**src/rf_check_defines.svh**
```systemverilog
// Purpose: Constants for the register-file machine-check information word.
// Assumes: Included once per compilation unit through its guard.
// Notes: Field positions are bit indices within the 64-bit word.
`ifndef RF_CHECK_DEFINES_SVH
`define RF_CHECK_DEFINES_SVH

`define FILE_SEL_LSB 0
`define FILE_SEL_MSB 3
`define ACCESS_LSB 4
`define ACCESS_MSB 7
`define REG_NUM_LSB 8
`define REG_NUM_MSB 14
`define REG_NUM_VALID_BIT 15
`define RSVD_LO_LSB 16
`define RSVD_LO_MSB 53
`define SET_FLAG_BIT 54
`define SET_VALID_BIT 55
`define PRIV_LSB 56
`define PRIV_MSB 57
`define PRIV_VALID_BIT 58
`define CORRECTED_BIT 59
`define RSVD_HI_LSB 60
`define RSVD_HI_MSB 62
`define PRECISE_IP_BIT 63
`define FILE_SEL_MAX 4'hD
`define WORD_RESET 64'h0000_0000_0000_0000
`define FILE_SEL_RESET 4'h0
`define ACCESS_RESET 4'h0
`define REG_NUM_RESET 7'h00
`define PRIV_RESET 2'h0
`define FLAG_RESET 1'h0

`endif

```
**src/rf_check_pkg.sv**
```systemverilog
// Purpose: Types for the register-file machine-check information word.
// Assumes: Nothing beyond the defines header.
// Notes: Codes above the last named file are reserved.
package rf_check_pkg;

  typedef enum logic [3:0] {
    FILE_UNKNOWN = 4'h0,
    FILE_GEN_BANK1 = 4'h1,
    FILE_GEN_BANK0 = 4'h2,
    FILE_FLOAT = 4'h3,
    FILE_BRANCH = 4'h4,
    FILE_PREDICATE = 4'h5,
    FILE_APPLICATION = 4'h6,
    FILE_CONTROL = 4'h7,
    FILE_REGION = 4'h8,
    FILE_PROT_KEY = 4'h9,
    FILE_DATA_BKPT = 4'hA,
    FILE_INSTR_BKPT = 4'hB,
    FILE_MON_CTRL = 4'hC,
    FILE_MON_DATA = 4'hD
  } failing_file_t;

  typedef enum logic [3:0] {
    ACCESS_UNKNOWN = 4'h0,
    ACCESS_READ = 4'h1,
    ACCESS_WRITE = 4'h2
  } access_kind_t;

endpackage : rf_check_pkg

```
**src/rf_check_if.sv**
```systemverilog
// Purpose: Carries the captured error fields between capture and packing.
// Assumes: Single clock domain.
// Notes: Packer reads, top drives.
`timescale 1ns/1ps
interface rf_check_if;
  logic [3:0] failing_file_selector;
  logic [3:0] access_kind;
  logic [6:0] reg_num;
  logic reg_num_valid;
  logic instruction_set_flag;
  logic set_flag_valid;
  logic [1:0] privilege_level;
  logic privilege_valid;
  logic corrected;
  logic precise_ip_logged;
  modport src (output failing_file_selector, access_kind, reg_num, reg_num_valid,
               instruction_set_flag, set_flag_valid, privilege_level,
               privilege_valid, corrected, precise_ip_logged);
  modport dst (input failing_file_selector, access_kind, reg_num, reg_num_valid,
               instruction_set_flag, set_flag_valid, privilege_level,
               privilege_valid, corrected, precise_ip_logged);
endinterface : rf_check_if

```
**src/rf_check_pack.sv**
```systemverilog
// Purpose: Packs captured fields into the 64-bit information word.
// Assumes: Fields already qualified by their validity flags.
// Notes: Purely combinational.
`timescale 1ns/1ps
`include "rf_check_defines.svh"
module rf_check_pack (
  rf_check_if.dst fld,
  output logic [63:0] word
);
  always_comb begin
    word = `WORD_RESET;
    word[`FILE_SEL_MSB:`FILE_SEL_LSB] = fld.failing_file_selector;
    word[`ACCESS_MSB:`ACCESS_LSB] = fld.access_kind;
    word[`REG_NUM_MSB:`REG_NUM_LSB] = fld.reg_num;
    word[`REG_NUM_VALID_BIT] = fld.reg_num_valid;
    word[`SET_FLAG_BIT] = fld.instruction_set_flag;
    word[`SET_VALID_BIT] = fld.set_flag_valid;
    word[`PRIV_MSB:`PRIV_LSB] = fld.privilege_level;
    word[`PRIV_VALID_BIT] = fld.privilege_valid;
    word[`CORRECTED_BIT] = fld.corrected;
    word[`PRECISE_IP_BIT] = fld.precise_ip_logged;
  end
endmodule : rf_check_pack

```
**src/rf_check_word.sv**
```systemverilog
// Purpose: Captures a register-file machine-check event into an error word.
// Assumes: Event inputs come from logic on core_clk.
// Notes: Word updates two cycles after capture; invalid fields read zero.
`timescale 1ns/1ps
`include "rf_check_defines.svh"
module rf_check_word (
  input wire logic core_clk,
  input wire logic sys_rst,
  input wire logic capture,
  input wire rf_check_pkg::failing_file_t failing_file_selector,
  input wire rf_check_pkg::access_kind_t access_kind,
  input wire logic [6:0] reg_num,
  input wire logic reg_num_known,
  input wire logic instruction_set_flag,
  input wire logic set_flag_known,
  input wire logic [1:0] privilege_level,
  input wire logic privilege_known,
  input wire logic corrected,
  input wire logic precise_ip_logged,
  output logic [63:0] error_word,
  output logic word_valid
);
  import rf_check_pkg::*;

  // ------------------------------------------------------------
  // Stored fields and their next values
  // ------------------------------------------------------------
  rf_check_if fld ();
  logic [63:0] packed_word;
  logic [63:0] error_word_ff;
  logic [63:0] nxt_error_word;
  logic word_valid_ff;
  logic nxt_word_valid;
  logic [3:0] file_ff;
  logic [3:0] access_ff;
  logic [6:0] reg_ff;
  logic reg_v_ff;
  logic set_ff;
  logic set_v_ff;
  logic [1:0] priv_ff;
  logic priv_v_ff;
  logic corr_ff;
  logic pip_ff;
  logic [3:0] nxt_file;
  logic [3:0] nxt_access;
  logic [6:0] nxt_reg;
  logic nxt_reg_v;
  logic nxt_set;
  logic nxt_set_v;
  logic [1:0] nxt_priv;
  logic nxt_priv_v;
  logic nxt_corr;
  logic nxt_pip;
  logic announce_ff;
  logic nxt_announce;

  // ------------------------------------------------------------
  // Field helpers
  // ------------------------------------------------------------
  // Codes 14 and 15 are reserved; they are stored as unknown so that the
  // handler never meets a register file that it cannot name.
  function automatic logic [3:0] legal_file_code(input logic [3:0] code);
    logic [3:0] result;
    unique case (code)
      FILE_UNKNOWN,
      FILE_GEN_BANK1,
      FILE_GEN_BANK0,
      FILE_FLOAT,
      FILE_BRANCH,
      FILE_PREDICATE,
      FILE_APPLICATION,
      FILE_CONTROL,
      FILE_REGION,
      FILE_PROT_KEY,
      FILE_DATA_BKPT,
      FILE_INSTR_BKPT,
      FILE_MON_CTRL,
      FILE_MON_DATA: begin
        result = code;
      end
      default: begin
        result = FILE_UNKNOWN;
      end
    endcase
    return result;
  endfunction : legal_file_code

  // A field whose validity flag is low is stored as zero, so that no value
  // left over from an earlier check can show through it.
  function automatic logic [6:0] gate_field(input logic [6:0] value, input logic known);
    logic [6:0] result;
    if (known) begin
      result = value;
    end else begin
      result = 7'h00;
    end
    return result;
  endfunction : gate_field

  // ------------------------------------------------------------
  // Register file code
  // ------------------------------------------------------------
  always_comb begin
    nxt_file = file_ff;
    if (capture) begin
      nxt_file = legal_file_code(failing_file_selector);
    end
  end

  always_ff @(posedge core_clk) begin
    if (sys_rst) begin
      file_ff <= `FILE_SEL_RESET;
    end else begin
      file_ff <= nxt_file;
    end
  end

  // ------------------------------------------------------------
  // Access kind
  // ------------------------------------------------------------
  // Values above write pass through untouched, since their meaning belongs
  // to the processor and not to this block.
  always_comb begin
    nxt_access = access_ff;
    if (capture) begin
      nxt_access = access_kind;
    end
  end

  always_ff @(posedge core_clk) begin
    if (sys_rst) begin
      access_ff <= `ACCESS_RESET;
    end else begin
      access_ff <= nxt_access;
    end
  end

  // ------------------------------------------------------------
  // Register number
  // ------------------------------------------------------------
  // The number and its validity flag load on the same edge, so the handler
  // never sees one of them from an older check.
  always_comb begin
    nxt_reg = reg_ff;
    nxt_reg_v = reg_v_ff;
    if (capture) begin
      nxt_reg_v = reg_num_known;
      nxt_reg = gate_field(reg_num, reg_num_known);
    end
  end

  always_ff @(posedge core_clk) begin
    if (sys_rst) begin
      reg_ff <= `REG_NUM_RESET;
      reg_v_ff <= `FLAG_RESET;
    end else begin
      reg_ff <= nxt_reg;
      reg_v_ff <= nxt_reg_v;
    end
  end

  // ------------------------------------------------------------
  // Instruction set
  // ------------------------------------------------------------
  // An unknown instruction set reads as native, which the low validity bit
  // tells the handler to ignore.
  always_comb begin
    nxt_set = set_ff;
    nxt_set_v = set_v_ff;
    if (capture) begin
      nxt_set_v = set_flag_known;
      nxt_set = 1'(gate_field({6'h00, instruction_set_flag}, set_flag_known));
    end
  end

  always_ff @(posedge core_clk) begin
    if (sys_rst) begin
      set_ff <= `FLAG_RESET;
      set_v_ff <= `FLAG_RESET;
    end else begin
      set_ff <= nxt_set;
      set_v_ff <= nxt_set_v;
    end
  end

  // ------------------------------------------------------------
  // Privilege level
  // ------------------------------------------------------------
  // An unknown privilege reads as level zero, which the low validity bit
  // tells the handler to ignore.
  always_comb begin
    nxt_priv = priv_ff;
    nxt_priv_v = priv_v_ff;
    if (capture) begin
      nxt_priv_v = privilege_known;
      nxt_priv = 2'(gate_field({5'h00, privilege_level}, privilege_known));
    end
  end

  always_ff @(posedge core_clk) begin
    if (sys_rst) begin
      priv_ff <= `PRIV_RESET;
      priv_v_ff <= `FLAG_RESET;
    end else begin
      priv_ff <= nxt_priv;
      priv_v_ff <= nxt_priv_v;
    end
  end

  // ------------------------------------------------------------
  // Check status
  // ------------------------------------------------------------
  // Neither status flag has a validity bit; each is passed on as given.
  always_comb begin
    nxt_corr = corr_ff;
    nxt_pip = pip_ff;
    if (capture) begin
      nxt_corr = corrected;
      nxt_pip = precise_ip_logged;
    end
  end

  always_ff @(posedge core_clk) begin
    if (sys_rst) begin
      corr_ff <= `FLAG_RESET;
      pip_ff <= `FLAG_RESET;
    end else begin
      corr_ff <= nxt_corr;
      pip_ff <= nxt_pip;
    end
  end

  // ------------------------------------------------------------
  // Capture announce
  // ------------------------------------------------------------
  // The word register loads one edge after the fields, so the announce is
  // delayed by that edge to let word_valid rise together with the word.
  always_comb begin
    nxt_announce = capture;
  end

  always_ff @(posedge core_clk) begin
    if (sys_rst) begin
      announce_ff <= `FLAG_RESET;
    end else begin
      announce_ff <= nxt_announce;
    end
  end

  // ------------------------------------------------------------
  // Field carrier
  // ------------------------------------------------------------
  // The packer reads only the stored fields, never the live inputs, so one
  // word always describes one check.
  assign fld.failing_file_selector = file_ff;
  assign fld.access_kind = access_ff;
  assign fld.reg_num = reg_ff;
  assign fld.reg_num_valid = reg_v_ff;
  assign fld.instruction_set_flag = set_ff;
  assign fld.set_flag_valid = set_v_ff;
  assign fld.privilege_level = priv_ff;
  assign fld.privilege_valid = priv_v_ff;
  assign fld.corrected = corr_ff;
  assign fld.precise_ip_logged = pip_ff;

  // ------------------------------------------------------------
  // Word packing
  // ------------------------------------------------------------
  rf_check_pack u_pack (
    .fld(fld),
    .word(packed_word)
  );

  // ------------------------------------------------------------
  // Output word register
  // ------------------------------------------------------------
  // The word reloads only on an announce, so it stands unchanged between
  // checks and word_valid never runs ahead of it.
  always_comb begin
    nxt_error_word = error_word_ff;
    if (announce_ff) begin
      nxt_error_word = packed_word;
    end
    nxt_word_valid = word_valid_ff | announce_ff;
  end

  always_ff @(posedge core_clk) begin
    if (sys_rst) begin
      error_word_ff <= `WORD_RESET;
      word_valid_ff <= `FLAG_RESET;
    end else begin
      error_word_ff <= nxt_error_word;
      word_valid_ff <= nxt_word_valid;
    end
  end

  // ------------------------------------------------------------
  // Outputs
  // ------------------------------------------------------------
  assign error_word = error_word_ff;
  assign word_valid = word_valid_ff;

endmodule : rf_check_word

```
**config.mk**
```make
export PLATFORM = sky130hd
export DESIGN_NAME = rf_check_word
export DESIGN_NICKNAME = d
export VERILOG_FILES = /design/src/rf_check_pkg.sv /design/src/rf_check_if.sv /design/src/rf_check_pack.sv /design/src/rf_check_word.sv
export VERILOG_INCLUDE_DIRS = /design/src
export SDC_FILE = /design/constraint.sdc
export NUM_CORES = 1
export LEC_CHECK = 0
export ABC_AREA = 1
export ABC_CLOCK_PERIOD_IN_PS = 1000
export BUFFER_PORTS_ARGS = -buffer_cell sky130_fd_sc_hd__buf_2
export CELL_PAD_IN_SITES_DETAIL_PLACEMENT = 0
export CELL_PAD_IN_SITES_GLOBAL_PLACEMENT = 2
export CORE_UTILIZATION = 28
export DETAILED_ROUTE_END_ITERATION = 10
export PLACE_DENSITY = 0.75
export SLEW_MARGIN = 20
export SYNTH_ARGS = -nofsm -noshare
export SYNTH_HDL_FRONTEND = slang
export SYNTH_HIERARCHICAL = 1
export SYNTH_SLANG_ARGS = --single-unit
```
**constraint.sdc**
```tcl
create_clock -name core_clk -period 1 [get_ports core_clk]
set_input_delay 0.2 -clock core_clk [delete_from_list [all_inputs] [get_ports core_clk]]
set_output_delay 0.2 -clock core_clk [all_outputs]
set_load 0.01 [all_outputs]
```
==> After elaboration in Yosys (flattened, before gate mapping) <==
Cells that the tools add are included.
{ "totals": {"reg_bits": 48, "output_inout_bits": 65} }
{ "classes": {"n_eq_ne": 13, "n_mux": 4, "bitwise": 1, "reduce_logical": 2} }
{ "ops": {"columns": ["cell", "count"], "rows": [
  ["== test 4 bit, second input constant", 6],
  ["== test 4 x 3 -> 1 bit, second input constant", 4],
  ["OR reduction 14 bit", 1],
  ["== test 4 x 2 -> 1 bit, second input constant", 2],
  ["2-to-1 mux 7 bit", 1],
  ["== test 4 x 1 -> 1 bit, second input constant", 1],
  ["logical NOT 4 bit", 1],
  ["2-to-1 mux 4 bit", 1],
  ["2-to-1 mux 2 bit", 1],
  ["2-to-1 mux 1 bit", 1],
  ["bitwise OR 1 bit", 1]
]} }

==> Depth between registers and ports, before layout <==
Gate-level depths: netlist of run 1.
{ "logic_depth": {"word_depth": 3, "depth_mapped": 5} }

==> By module <==
Netlist of run 1, hierarchy kept.
{ "modules_own_cells": {"columns": ["mod", "instances", "cells_per_inst", "area_per_inst_um2", "seq_area_each_um2"], "rows": [
  ["rf_check_word", 1, 386, 3094.2, 1781.7],
  ["rf_check_pack", 1, 65, 484.2, 0.0]
]} }

==> Worst setup path before layout of run 1 <==
No wires, ideal clock.
{ "synth_timing": {"path_type": "register to register", "from": "register announce_ff", "to": "register, netlist name error_word[60]", "setup_ns": 0.116, "t_arrival_ns": 0.788, "required_time_ns": 0.884, "setup_slack_ns": 0.097, "path_stages_with_launch": 6, "path_buffers": 2, "period_less_slack_ns": 0.903, "path_cell_list": "dfxtp_1 buf_6 inv_4 buf_2 nor2_1 nor2_1"} }
{ "synth_rtl": {"columns": ["item", "line", "text"], "rows": [
  ["from (decl)", "rf_check_word.sv:54", "logic announce_ff;"],
  ["from (signal assigned)", "rf_check_word.sv:244", "announce_ff <= `FLAG_RESET;"],
  ["from (signal assigned)", "rf_check_word.sv:246", "announce_ff <= nxt_announce;"]
]} }

==> out/qor.txt, run 1 <==
ys async rst share -> 0%
total number of vias -> 2789
register area -> 1870 um^2
Worst Skew -> 7.42 ps
initial antenna violation count -> 1
Yosys cell types -> 16
initial DRC count -> 122
count leader, synth -> nor2_1
FF-to-FF End -> error_word[2]
crit-path max FO -> 32
number of flops mapped to enable cells by yosys -> 0
maximum clock path buffer count -> 2
PortBufs -> 90
crit path from -> announce_ff
f_max -> 998 MHz
top post-synthesis cells by count -> nor2_1, dfxtp_1, buf_4
first-pass GRT wire length -> 13.5 mm
R2R Path Start -> announce_ff
IR Drop Worst-Case VDD -> 0.000748 V
overall power -> 0.00921 W
Leak -> 2.21 nW
I/O Pins -> 91
clock share of power -> 46.2%
CP arrival -> 1280 ps
Pins Over Slew Limit -> 0
Psw -> 0.00207 W
Final WS setup -> -1.51 ps
Fin Setup TNS -> -1.51 ps
GRT Max-Usage Layer -> met2
Mapped Area -> 3580 um^2
number of antenna-violating nets in the routed design -> 0
hold depth -> 3
vias in the first global route -> 2723
max_cap viols -> 0
placer congestion estimate -> 0.754
final instance area -> 4780 um^2
reg-to-reg slack, setup -> -2 ps
Comb pwr share -> 10.9%
routed vias/inst -> 4.06
H-tree levels -> 3
critical path class -> flop to flop
violations in the final reports -> setup timing
Most used DFF post-synth -> dfxtp_1
Mapped Cells -> 451
number of cell rows -> 40
Synth top area share -> 49.8%
GRT met1 Usage -> 17.1%
grt total ovfl -> 0
RSZ-0062 raised after global routing -> yes
worst-skew pair later-pin latency -> 350 ps
CTS tree -> done
setup violators final -> 1
# fillers -> 1275
Clock Sinks -> 89
sequential-to-total area share from yosys stat -> 49.8%
Total Routing Usage GR -> 13.5%
HPWL Detailed -> 5.02 mm
Core Util, Final -> 39.2%
Synth area leaders -> dfxtp_1, nor2_1, buf_4
Worst setup endpoint -> error_word[2]
Yosys reg bits -> 89
largest net degree at the start of global routing -> 66
Horiz. Die Dim -> 115 um
DP Worst Slack -> -275 ps
Detailed Routing Iterations Pass 1 -> 4
layout cells sized above 1 -> 35.8%
Critical Path RT -> 1270 ps
Chip Height -> 115 um
min Tclk post-route -> 1000 ps
Area growth, synth to finish -> 33.7%
placed cell area -> 3850 um^2
met2 Usage GRT -> 20.2%
met3 Track Usage GR -> 4.69%
DIE AREA -> 13200 um^2
sequential power share -> 42.9%
largest area contributor in the netlist -> dfxtp_1
Setup crit start kind -> flop
multi-input logic area -> 1270 um^2
reg2reg path depth -> 3
Final Hold Vio Count -> 0
pwr dens -> 1930 nW/um^2
Hold Path Class -> input pin to flop
Switching Share -> 22.4%
Num CTS Buffers -> 9
Critical Path End Type -> flop
Syn. warnings -> 6
Internal -> 0.00714 W
drt total wl -> 8.26 mm
# DRC -> 0
Root Driver -> clkbuf_16
CTS clock-pin slew for the worst setup and hold paths -> 70 ps
Antenna Cells -> 0
Core Box Area -> 12200 um^2
fin crit share -> 100%
Starting Density -> 29.3%
status -> complete, but fails checks
Layout Nets -> 540
Avg WL per Cell -> 12.0 um
Mean Syn Cell Area -> 7.93 um^2
==> cell type report <==
cell class              count  share of cell area, %
repair buffers            102                   21.4
well taps                 168                   4.39
clock buffers              11                   5.28
inverters                   5                  0.732
clock inverters             5                   2.62
flip-flops and latches     89                   39.0
multi-input cells         307                   26.6
==> how the worst min path moves through the flow <==
stage | from | end | slack (ps)
floorplan | sys_rst | fld.privilege_level[0] | 270
global placement | access_kind[3] | access_ff[3] | 430
detailed placement | access_kind[3] | access_ff[3] | 430
CTS | access_kind[1] | access_ff[1] | 60
global route | precise_ip_logged | fld.precise_ip_logged | 80
finish | access_kind[1] | access_ff[1] | 70
==> placed cells by master (no fill, tap or decap) <==
cell type	count
dfxtp_4	1
inv_1	3
conb_1	41
buf_12	3
buf_6	65
inv_16	1
dfxtp_2	65
clkbuf_16	10
inv_2	1
nand3_1	5
buf_4	7
clkbuf_8	2
o21ai_0	50
nand2_1	29
buf_2	25
nor2_1	142
dfxtp_1	23
buf_16	1
bufinv_16	4
o21ai_1	24
clkinv_2	1
a21oi_1	16
==> per-layer routing <==
layer  up-vias  part of all wire, %
li1       1462                    -
met1      1256                   49
met2        57                   44
met3        12                  5.4
met4         2                  1.9
met5         -                 0.19
==> repair_timing <==
item / 4_1_cts / 5_1_grt
setup endpoints to repair: 130 / 122
resized for setup: 136 / 18
hold buffers: 0 / 0
buffers inserted: 0 / 1
gates cloned: 0 / 1
==> cell families (layout without fill, tap and decap cells) <==
family | after synthesis | after routing | synth area share (%)
simple gates | 176 | 176 | 18.6
buf+inv | 95 | 123 | 18.9
compound gates | 90 | 90 | 12.6
flops | 89 | 89 | 49.8
other cells | 1 | 41 | 0.105
==> worst max-delay path: stages, from the launching register on <==
cell,delay [ps]
dfxtp_4,450
clkbuf_16,260
o21ai_0,110
nor2_1,100
==> metrics by stage <==
step | instances | hold WS (ps)
4_1_cts | 685 | 64.8
3_5_place_dp | 669 | 431
6_report | 687 | 74.6
3_3_place_gp | 669 | 427
2_1_floorplan | 491 | 269
5_1_grt | 687 | 83.6
==> power groups by stage <==
stage / clock network (W) / registers, W / logic [W]
detailed placement: 0 / 0.00395 / 0.000802
global placement: 0 / 0.00395 / 0.000788
floorplan: 0 / 0.00402 / 0.000573
CTS: 0.00438 / 0.00395 / 0.000993
finish: 0.00425 / 0.00395 / 0.00101
global route: 0.00454 / 0.00398 / 0.00113
==> state kept, by name (all words and copies together) (netlist names), 2 cells and up <==
register / count
error_word: 64
fld.reg_num: 7
access_ff: 4
file_ff: 4
fld.privilege_level: 2
Power figures use the tool's default switching activity.
==> run 2: changes to the inputs <==
- CELL_PAD_IN_SITES_GLOBAL_PLACEMENT: 2 -> 1
- CORE_UTILIZATION: 28 -> 35
- PLACE_DENSITY: 0.75 -> 0.74
==> out/qor.txt, run 2 (synthesis gave the netlist of run 1 again) <==
maximum clock path buffer count -> 2 (unchanged)
Worst Skew -> 11.4 ps (was 7.42 ps)
HPWL Detailed -> 4.60 mm (was 5.02 mm)
violations in the final reports -> setup timing (unchanged)
Critical Path RT -> 800 ps (was 1270 ps)
number of cell rows -> 36 (was 40)
crit-path max FO -> 2 (was 32)
max_cap viols -> 0 (unchanged)
Comb pwr share -> 13.9% (was 10.9%)
# DRC -> 0 (unchanged)
DIE AREA -> 10600 um^2 (was 13200 um^2)
PortBufs -> 90 (unchanged)
largest net degree at the start of global routing -> 65 (was 66)
CP arrival -> 810 ps (was 1280 ps)
initial DRC count -> 71 (was 122)
Num CTS Buffers -> 9 (unchanged)
min Tclk post-route -> 1010 ps (was 1000 ps)
most frequent cells in the layout -> nor2_1, buf_6, dfxtp_2 (was nor2_1, dfxtp_2, buf_6)
CP Cell Sequence -> buf_6 (was clkbuf_16 > o21ai_0 > nor2_1)
first-pass GRT wire length -> 12.1 mm (was 13.5 mm)
Final Hold Vio Count -> 0 (unchanged)
CTS tree -> done (unchanged)
initial antenna violation count -> 0 (was 1)
setup violators final -> 6 (was 1)
placer congestion estimate -> 0.759 (was 0.754)
IR Drop Worst-Case VDD -> 0.000564 V (was 0.000748 V)
cts-stage hold buffer count -> 0 (unchanged)
Switching Share -> 24.8% (was 22.4%)
Final WS setup -> -7.50 ps (was -1.51 ps)
drt total wl -> 7.73 mm (was 8.26 mm)
WP buf/inv -> 1 (unchanged)
Layout Nets -> 548 (was 540)
worst-skew pair later-pin latency -> 350 ps (about the same)
CP max stage cell -> dfxtp_2 (was dfxtp_4)
Setup crit start kind -> flop (unchanged)
Starting Density -> 36.4% (was 29.3%)
Horiz. Die Dim -> 103 um (was 115 um)
Area growth, synth to finish -> 31.0% (was 33.7%)
commonest non-fill, non-tap cell in the layout -> nor2_1 (unchanged)
Leak -> 2.17 nW (was 2.21 nW)
Detailed Routing Iterations Pass 1 -> 6 (was 4)
CP peak stage delay -> 350 ps (was 450 ps)
grt total ovfl -> 0 (unchanged)
Psw -> 0.00190 W (was 0.00207 W)
f_max -> 993 MHz (was 998 MHz)
Internal -> 0.00576 W (was 0.00714 W)
Avg WL per Cell -> 11.7 um (was 12.0 um)
Core Util, Final -> 47.8% (was 39.2%)
clock share of power -> 34.6% (was 46.2%)
pwr dens -> 1630 nW/um^2 (was 1930 nW/um^2)
Core Box Area -> 9820 um^2 (was 12200 um^2)
number of antenna-violating nets in the routed design -> 0 (unchanged)
Clock Sinks -> 89 (unchanged)
status -> complete, but fails checks (unchanged)
critical path class -> flop to output port (was flop to flop)
Critical Path End Type -> output port (was flop)
fin crit share -> 101% (was 100%)
Chip Height -> 103 um (was 115 um)
Hold Path Class -> input pin to flop (unchanged)
Antenna Cells -> 0 (unchanged)
CP top delay family -> flip-flops (unchanged)
total number of vias -> 2795 (was 2789)
RSZ-0062 raised after global routing -> yes (unchanged)
routed vias/inst -> 4.23 (was 4.06)
H-tree levels -> 3 (unchanged)
layout cells sized above 1 -> 37.6% (was 35.8%)
CTS clock-pin slew for the worst setup and hold paths -> 90 ps (was 70 ps)
vias in the first global route -> 2596 (was 2723)
Pins Over Slew Limit -> 0 (unchanged)
Root Driver -> clkbuf_8 (was clkbuf_16)
I/O Pins -> 91 (unchanged)
max reg flops -> 64 (unchanged)
sequential power share -> 51.5% (was 42.9%)
Total Routing Usage GR -> 14.7% (was 13.5%)
worst hold margin -> 70.7 ps (was 74.6 ps)
## run 2: cell count changes in the layout (fill, tap and decap cells not counted), moves of 2 or more
cell        change
buf_12          +2
buf_4           +2
o21ai_1         +8
o21ai_2         +6
buf_6           +4
clkbuf_1        +2
clkinvlp_4      +2
clkbuf_16       -9
clkbuf_8        +7
bufinv_16       -2
o21ai_0        -14
## run 2: area by class of cell
cell class	instances	area (um^2)
Tap cell	133	166
Timing Repair inverter	1	11.3
Clock buffer	11	131
Clock inverter	5	80.1
Inverter	5	45.0
Fill cell	1030	5130
Sequential cell	89	1870
Timing Repair Buffer	109	1090
Multi-Input combinational cell	307	1290
## run 2: routing by layer
metal	global-route usage (%)	share of wire [%]
met4	7.37	1.4
met1	18.0	47
met3	3.66	5.0
met5	0	0
met2	24.1	47
## run 2: final timing paths
path                          start           endpoint  slack [ps]  cells past startpoint
setup / recovery      error_word[5]      error_word[5]          -8                      1
hold / removal       access_kind[1]       access_ff[1]          70                      3
setup reg to reg        announce_ff     error_word[57]          40                      4
hold reg to reg   fld.reg_num_valid  fld.reg_num_valid         460                      2
## run 2: stage by stage
step | std cells | total power (W) | area [um^2] | TNS, ps | worst slack, ps
3_5_place_dp | 635 | 0.00475 | 3820 | -6210 | -126
3_3_place_gp | 635 | 0.00473 | 3820 | -5090 | -95.2
4_1_cts | 652 | 0.00765 | 4540 | -862 | -30.6
2_1_floorplan | 491 | 0.00459 | 3730 | 0 | 96.6
6_report | 660 | 0.00766 | 4690 | -19.7 | -7.50
5_1_grt | 660 | 0.00808 | 4690 | -2130 | -48.5
## run 2: what timing repair did
action,CTS,global route
setup endpoints to repair,129,117
gates resized for setup,136,38
buffers inserted,1,5
cloned,0,3
## run 2: power groups by stage
stage	registers [W]	logic [W]	clock network [W]
after floorplan	0.00402	0.000573	0
after global placement	0.00395	0.000785	0
after detailed placement	0.00395	0.000795	0
after CTS	0.00394	0.000985	0.00272
after global routing	0.00398	0.00120	0.00291
final	0.00395	0.00106	0.00265
